--- config.mk ---
export PLATFORM = sky130hd
export DESIGN_NAME = homing_seq
export DESIGN_NICKNAME = d
export VERILOG_FILES = /design/src/hw/homing_pkg.sv /design/src/hw/homing_seq.sv
export SDC_FILE = /design/constraint.sdc
export NUM_CORES = 1
export LEC_CHECK = 0
export ABC_AREA = 1
export CAP_MARGIN = 10
export CORE_MARGIN = 8
export CORE_UTILIZATION = 63
export CTS_CLUSTER_SIZE = 14
export DETAILED_ROUTE_END_ITERATION = 10
export DONT_BUFFER_PORTS = 1
export MAX_ROUTING_LAYER = met4
export PLACE_DENSITY = 0.86
export SYNTH_ARGS = -nofsm -noshare
export SYNTH_HDL_FRONTEND = slang
export SYNTH_SLANG_ARGS = --single-unit
--- constraint.sdc ---
create_clock -name clock_i -period 2.05 [get_ports clock_i]
set_input_delay 0.205 -clock clock_i [delete_from_list [all_inputs] [get_ports clock_i]]
set_output_delay 0.205 -clock clock_i [all_outputs]
set_load 0.01 [all_outputs]
--- src/hw/homing_pkg.sv ---
// Constants, state type and method codes for the homing sequencer (methods 6 to 11)
// Operation
// - Method 6, switch low at start: slow reverse, stop on index after rising edge.
// - Method 6, switch high: fast forward, falling edge, slow reverse, index after rise.
// - Method 7, switch low: fast forward, rise, slow reverse, index after fall.
// - Method 7, forward limit: fast reverse, rise, slow reverse, index after fall.
// - Method 7, switch high: slow reverse, stop on index after falling edge.
// - Method 8, switch low: fast forward, rise slow reverse, fall slow forward, index.
// - Method 8, forward limit: fast reverse, rise slow reverse, fall slow forward.
// - Method 8, switch high: slow reverse, fall slow forward, index after rise.
// - Method 9, switch low: fast forward, rise slow forward, fall slow reverse.
// - Method 9, forward limit: fast reverse, rise slow forward, fall slow reverse.
// - Method 9, switch high: slow forward, fall slow reverse, index after rise.
// - Method 10, switch low: fast forward, rise slow forward, past fall to index.
// - Method 10, forward limit: fast reverse, rise slow forward, index after fall.
// - Method 10, switch high: slow forward, stop on index after falling edge.
// - Method 11, switch low: fast reverse, rise slow forward, index after fall.
// - Method 11, reverse limit: fast forward, rise slow forward, index after fall.
// - Method 11, switch high: slow forward, stop on index after falling edge.
// - Fast and slow speeds come from two separately configurable settings.
package homing_pkg;

  localparam int SPEED_W  = 16;
  localparam int METHOD_W = 8;
  localparam int PIN_N    = 4;

  localparam int PIN_HOME = 0;
  localparam int PIN_FLIM = 1;
  localparam int PIN_RLIM = 2;
  localparam int PIN_IDX  = 3;

  localparam logic [METHOD_W-1:0] MTH_06 = 8'h06;
  localparam logic [METHOD_W-1:0] MTH_07 = 8'h07;
  localparam logic [METHOD_W-1:0] MTH_08 = 8'h08;
  localparam logic [METHOD_W-1:0] MTH_09 = 8'h09;
  localparam logic [METHOD_W-1:0] MTH_10 = 8'h0A;
  localparam logic [METHOD_W-1:0] MTH_11 = 8'h0B;

  localparam logic DIR_FWD = 1'b1;
  localparam logic DIR_REV = 1'b0;

  localparam logic [SPEED_W-1:0]  SPEED_ZERO  = 16'h0000;
  localparam logic [METHOD_W-1:0] METHOD_RST  = 8'h00;
  localparam logic [PIN_N-1:0]    PINS_RST    = 4'h0;

  typedef enum logic [2:0] {
    S_IDLE,
    S_FAST,
    S_BACK,
    S_SLOW1,
    S_SLOW2,
    S_ARM,
    S_DONE
  } home_state_e;

endpackage : homing_pkg

--- src/hw/homing_seq.sv ---
// Homing sequencer: index pulse origin, home switch deceleration point, methods 6 to 11
`timescale 1ns/1ps
module homing_seq
  import homing_pkg::*;
(
  input  wire logic                clock_i,       // 100 MHz clock
  input  wire logic                rstn_i,        // Async reset, active low
  input  wire logic                start_i,       // Homing start pulse
  input  wire logic                stop_i,        // Abort pulse, back to idle
  input  wire logic [METHOD_W-1:0] method_i,      // Method code, read at start
  input  wire logic [SPEED_W-1:0]  fast_speed_i,  // Deceleration point search speed
  input  wire logic [SPEED_W-1:0]  slow_speed_i,  // Origin search speed
  input  wire logic                home_switch_i, // Home switch pin
  input  wire logic                fwd_limit_i,   // Forward limit pin
  input  wire logic                rev_limit_i,   // Reverse limit pin
  input  wire logic                index_i,       // Encoder index pin
  output logic                     dir_fwd_o,     // 1 forward, 0 reverse
  output logic                     fast_o,        // Fast speed selected
  output logic                     moving_o,      // Motion commanded
  output logic [SPEED_W-1:0]       speed_o,       // Commanded speed
  output logic                     done_o,        // Homing complete
  output logic                     error_o        // Last start had a bad method
);

  // Synchroniser and edge detection
  logic [PIN_N-1:0] pin_meta_q;
  logic [PIN_N-1:0] pin_sync_q;
  logic             hs_prev_q;
  logic             idx_prev_q;
  wire  [PIN_N-1:0] pins_w = {index_i, rev_limit_i, fwd_limit_i, home_switch_i};

  always_ff @(posedge clock_i or negedge rstn_i) begin
    if (!rstn_i) begin
      pin_meta_q <= PINS_RST;
      pin_sync_q <= PINS_RST;
      hs_prev_q  <= 1'b0;
      idx_prev_q <= 1'b0;
    end else begin
      pin_meta_q <= pins_w;
      pin_sync_q <= pin_meta_q;
      hs_prev_q  <= pin_sync_q[PIN_HOME];
      idx_prev_q <= pin_sync_q[PIN_IDX];
    end
  end

  wire hs_w       = pin_sync_q[PIN_HOME];
  wire flim_w     = pin_sync_q[PIN_FLIM];
  wire rlim_w     = pin_sync_q[PIN_RLIM];
  wire hs_rise_w  = hs_w & ~hs_prev_q;
  wire hs_fall_w  = ~hs_w & hs_prev_q;
  wire idx_rise_w = pin_sync_q[PIN_IDX] & ~idx_prev_q;

  // Sequencer state
  home_state_e         st_q;
  home_state_e         st_d;
  logic                dir_q;
  logic                dir_d;
  logic [METHOD_W-1:0] method_q;
  logic [METHOD_W-1:0] method_d;
  logic                done_q;
  logic                done_d;
  logic                error_q;
  logic                error_d;
  logic                fast_q;
  logic                moving_q;
  logic [SPEED_W-1:0]  speed_q;

  // Direction of the slow leg that starts inside the switch
  function automatic logic inside_dir(input logic [METHOD_W-1:0] m);
    inside_dir = (m == MTH_07 || m == MTH_08) ? DIR_REV : DIR_FWD;
  endfunction : inside_dir

  // Direction of the initial fast search
  function automatic logic fast_dir(input logic [METHOD_W-1:0] m);
    fast_dir = (m == MTH_11) ? DIR_REV : DIR_FWD;
  endfunction : fast_dir

  wire start_ok_w = (method_i >= MTH_06) && (method_i <= MTH_11);
  wire m6_w       = (method_q == MTH_06);
  wire two_leg_w  = (method_q == MTH_08) || (method_q == MTH_09);
  // Only the limit in the direction of travel counts; method 6 ignores limits
  wire lim_hit_w  = !m6_w && ((dir_q == DIR_FWD) ? flim_w : rlim_w);

  always_comb begin
    st_d     = st_q;
    dir_d    = dir_q;
    method_d = method_q;
    done_d   = done_q;
    error_d  = error_q;
    if (start_i) begin
      done_d  = 1'b0;
      error_d = !start_ok_w;
      if (!start_ok_w) begin
        st_d = S_IDLE;
      end else begin
        method_d = method_i;
        if (method_i == MTH_06) begin
          if (hs_w) begin
            st_d  = S_FAST;
            dir_d = DIR_FWD;
          end else begin
            st_d  = S_SLOW2;
            dir_d = DIR_REV;
          end
        end else if (hs_w) begin
          st_d  = S_SLOW1;
          dir_d = inside_dir(method_i);
        end else begin
          st_d  = S_FAST;
          dir_d = fast_dir(method_i);
        end
      end
    end else if (stop_i) begin
      st_d = S_IDLE;
    end else begin
      case (st_q)
        S_FAST: begin
          if (m6_w) begin
            if (hs_fall_w) begin
              st_d  = S_SLOW2;
              dir_d = DIR_REV;
            end
          end else if (hs_rise_w) begin
            st_d  = S_SLOW1;
            dir_d = inside_dir(method_q);
          end else if (lim_hit_w) begin
            st_d  = S_BACK;
            dir_d = ~dir_q;
          end
        end
        S_BACK: begin
          if (hs_rise_w) begin
            st_d  = S_SLOW1;
            dir_d = inside_dir(method_q);
          end
        end
        S_SLOW1: begin
          if (hs_fall_w) begin
            if (two_leg_w) begin
              st_d  = S_SLOW2;
              dir_d = ~dir_q;
            end else begin
              st_d = S_ARM;
            end
          end
        end
        S_SLOW2: begin
          if (hs_rise_w) begin
            st_d = S_ARM;
          end
        end
        S_ARM: begin
          // Index already high when armed is not taken; a fresh rise is needed
          if (idx_rise_w) begin
            st_d   = S_DONE;
            done_d = 1'b1;
          end
        end
        default: begin
          st_d = st_q;
        end
      endcase
    end
  end

  wire fast_d_w   = (st_d == S_FAST) || (st_d == S_BACK);
  wire moving_d_w = (st_d != S_IDLE) && (st_d != S_DONE);
  wire [SPEED_W-1:0] speed_d_w = !moving_d_w ? SPEED_ZERO :
                                 fast_d_w ? fast_speed_i : slow_speed_i;

  always_ff @(posedge clock_i or negedge rstn_i) begin
    if (!rstn_i) begin
      st_q     <= S_IDLE;
      dir_q    <= DIR_FWD;
      method_q <= METHOD_RST;
      done_q   <= 1'b0;
      error_q  <= 1'b0;
      fast_q   <= 1'b0;
      moving_q <= 1'b0;
      speed_q  <= SPEED_ZERO;
    end else begin
      st_q     <= st_d;
      dir_q    <= dir_d;
      method_q <= method_d;
      done_q   <= done_d;
      error_q  <= error_d;
      fast_q   <= fast_d_w;
      moving_q <= moving_d_w;
      speed_q  <= speed_d_w;
    end
  end

  assign dir_fwd_o = dir_q;
  assign fast_o    = fast_q;
  assign moving_o  = moving_q;
  assign speed_o   = speed_q;
  assign done_o    = done_q;
  assign error_o   = error_q;
endmodule : homing_seq

==> metrics.csv <==
metric;value;unit
outcome;finished clean;
number of buffers added by the clock tree synthesis step;5;
Post-Place Cells;324;
antenna diode instance count;0;
average via count per standard cell;5.572;
max-slew headroom at the worst pin;76.68;%
antenna violations before repair;0;
area share of xor/xnor cells in the synthesized design;0;%
syn avg cell area;8.131;um^2
die area;5809;um^2
Routed Wire Length;6220;um
Syn. warnings;0;
average wire per cell in the routed design;17.28;um
most repeated library cell on the critical path;sky130_fd_sc_hd__nand2_2;
Detailed Place HPWL;3676;um
layout cells sized above 1;24.36;%
number of max-slew violations in the final report;0;
post-synthesis compound-gate area fraction;7.558;%
Crit Path Category;reg2reg;
fin area;2764;um^2
Simple-Gate Fraction of Synth Area;36.47;%
share of the clock period used by the worst path;99.62;%
TritonCTS sink count;42;
Post-Place Cell Area;2295;um^2
clock latency on the worst-skew pair;0.35;ns
CTS tree;done;
startpoint of the worst hold path;start_i;
total vias in the final route;2006;
number of enable-type register cells in the synthesized netlist;0;
DIE HEIGHT;76.22;um
num ports;69;
worst hold path cell count;3;
Commonest cells post-synth;sky130_fd_sc_hd__nand2_1, sky130_fd_sc_hd__dfrtp_1, sky130_fd_sc_hd__inv_1;
setup repair after global routing missed its margin;yes;
detailed router's first-iteration violation count;179;
beginning of the worst register-to-register path;dir_fwd_o;
Critical Path RT;2.31;ns
most used standard cell by instance count after synthesis;sky130_fd_sc_hd__nand2_1;
asr flop ratio synth;100.0;%
CP startpoint kind;flop;
cell type of the slowest stage on the worst timing path;sky130_fd_sc_hd__dfstp_2;
largest fanout on the critical path;17;
CP startpoint;dir_fwd_o;
post-synthesis cell type count;30;
Port Buffer Count;0;
power consumption;1.900;mW
H-tree level count;2;
clock transition at the registers of the reported paths;0.12;ns
netlist area before placement;2285;um^2
wire length of the first global-routing pass;9321;um
total routing usage reported by global routing;20.28;%
Layout Utilization;77.24;%
remaining global-route overflow;0;
post-synth net total;329;
Clock Skews;0.01091;ns
transition at the pin with the smallest max-transition slack;0.3482;ns
maximum number of pins on one net before global-route repair;43;
register area;1054;um^2
worst reg-to-reg path cell count;14;
mux share of post-synthesis cell area;0;%
footprint of the multi-input gates;1064;um^2
vias in the first global route;1949;
category of the worst setup path capture point;flop;
power density over cell area;687.4;nW/um^2
number of setup violations in the final report;0;
worst vdd ir;0.0005567;V
hold violation total from the final report;0;
post-layout net count;359;
core area;3578;um^2
post-detailed-route DRC marker count;0;
Adder-Cell Fraction of Synth Area;0;%
most instantiated flip-flop cell in the synthesis netlist;sky130_fd_sc_hd__dfrtp_1;
Worst Path Arrival;2.30;ns
final-layout fill cell count;235;
min setup slack post-route;0.007718;ns
max-capacitance violation count;0;
Initial Utilization;63.85;%
# rows;22;
time the worst path needs with I/O delays and setup;2.042;ns
leakage power;1.317;nW
cell chosen for the clock root;sky130_fd_sc_hd__clkbuf_4;
setup total negative slack;0;ns
Min-Delay Path Class;in2reg;
Largest stage delay, worst path;0.62;ns
pre-CTS setup slack;0.07372;ns
Min Hold Slack;0.02283;ns
width of the die;76.22;um
number of standard cells after synthesis;281;
remaining antenna violation count;0;
growth of design area from synthesis to finish;20.97;%
leading post-synthesis cells by cell area;sky130_fd_sc_hd__dfrtp_1, sky130_fd_sc_hd__nand2_1, sky130_fd_sc_hd__inv_1;
number of buffers on the longest clock path;2;
largest area contributor in the netlist;sky130_fd_sc_hd__dfrtp_1;
Cell Chain, Critical Path;inv_2, nand2_2, nand2_2, nor2_2, nand3_1, nand3_1, nand2_2, a21oi_4, buf_6, nand2_4, nand2_2, nand2_8, nand2_1, nor2_1;
dominant combinational cell family by area after synthesis;simple AND/OR/NAND/NOR gates;
final weighted congestion of routability-driven global placement;0.8626;
final non-filler cell total;360;
post-synthesis sequential area ratio;46.06;%
share of the synthesized area in the top cell type;44.91;%
number of optimization iterations in the first detailed-route pass;4;
register bit count reported by yosys;42;
f_max;489.6;MHz
## power by group
part           switching (mW)  internal [mW]
sequential             0.0482          0.890
clock                   0.270          0.413
combinational           0.164          0.114
total                   0.482           1.42
## kinds of logic (layout without fill, tap and decap cells)
logic type / count (synthesis) / in the layout
flops: 42 / 42
simple gates: 163 / 163
buf+inv: 50 / 81
compound gates: 26 / 26
## cell usage in the layout, fill, tap and decap left out, types with 2 or more instances in the layout
cell type	instances
sky130_fd_sc_hd__a21oi_1	5
sky130_fd_sc_hd__a21oi_4	3
sky130_fd_sc_hd__buf_12	2
sky130_fd_sc_hd__buf_4	4
sky130_fd_sc_hd__buf_6	3
sky130_fd_sc_hd__bufinv_16	2
sky130_fd_sc_hd__clkbuf_4	5
sky130_fd_sc_hd__dfrtp_1	40
sky130_fd_sc_hd__dlygate4sd3_1	21
sky130_fd_sc_hd__inv_1	36
sky130_fd_sc_hd__inv_2	7
sky130_fd_sc_hd__nand2_1	48
sky130_fd_sc_hd__nand2_2	12
sky130_fd_sc_hd__nand2_4	3
sky130_fd_sc_hd__nand2_8	2
sky130_fd_sc_hd__nand3_1	18
sky130_fd_sc_hd__nand3_2	2
sky130_fd_sc_hd__nand4_1	18
sky130_fd_sc_hd__nor2_1	33
sky130_fd_sc_hd__nor2_2	22
sky130_fd_sc_hd__nor2_4	3
sky130_fd_sc_hd__o21ai_0	10
sky130_fd_sc_hd__o22ai_1	2
## flip-flops by register name (all words and copies together), names as in the netlist, 3 cells and up
register	cells
pin_meta_q	4
pin_sync_q	4
method_q	8
st_q	3
speed_o	16
## per-layer routing
layer	wire length [um]	GRT usage, %	vias to the layer above	part of all wire (%)
met2	3180	33.59	100	51
met4	116	5.769	0	1.9
met1	2374	22.46	938	38
li1	-	-	952	-
met3	548	7.311	16	8.8
met5	0	-	-	0
## final timing paths
check	to	slack, ns
setup reg to reg	speed_o[5]	0.008
hold / removal	done_o	0.02
min in group asynchronous	speed_o[11]	0.29
max in group asynchronous	dir_fwd_o	1.49
hold reg to reg	pin_sync_q[1]	0.36
setup / recovery	speed_o[5]	0.008
## what timing repair did
action                                  in CTS  in global routing
hold endpoints to repair                    62                  0
hold buffers                                22                  0
endpoints found under the setup margin       0                 16
resized for setup                            0                 18
setup buffers                                0                  6
## critical path, delay by kind of cell (launching register included)
| kind | cells | cell delay, ns |
|---|---|---|
| and+or+nand+nor | 11 | 0.94 |
| DFF | 1 | 0.62 |
| AOI/OAI and AO/OA | 1 | 0.21 |
| buffers and inverters | 2 | 0.18 |
## cell type report
type	count	area share, %
inverter	43	5.840
clock inverter	2	2.173
sequential	42	38.12
tap	48	2.173
multi-input combinational	189	38.48
timing repair buffer	30	11.36
clock buffer	6	1.856
Power figures use the tool's default switching activity.
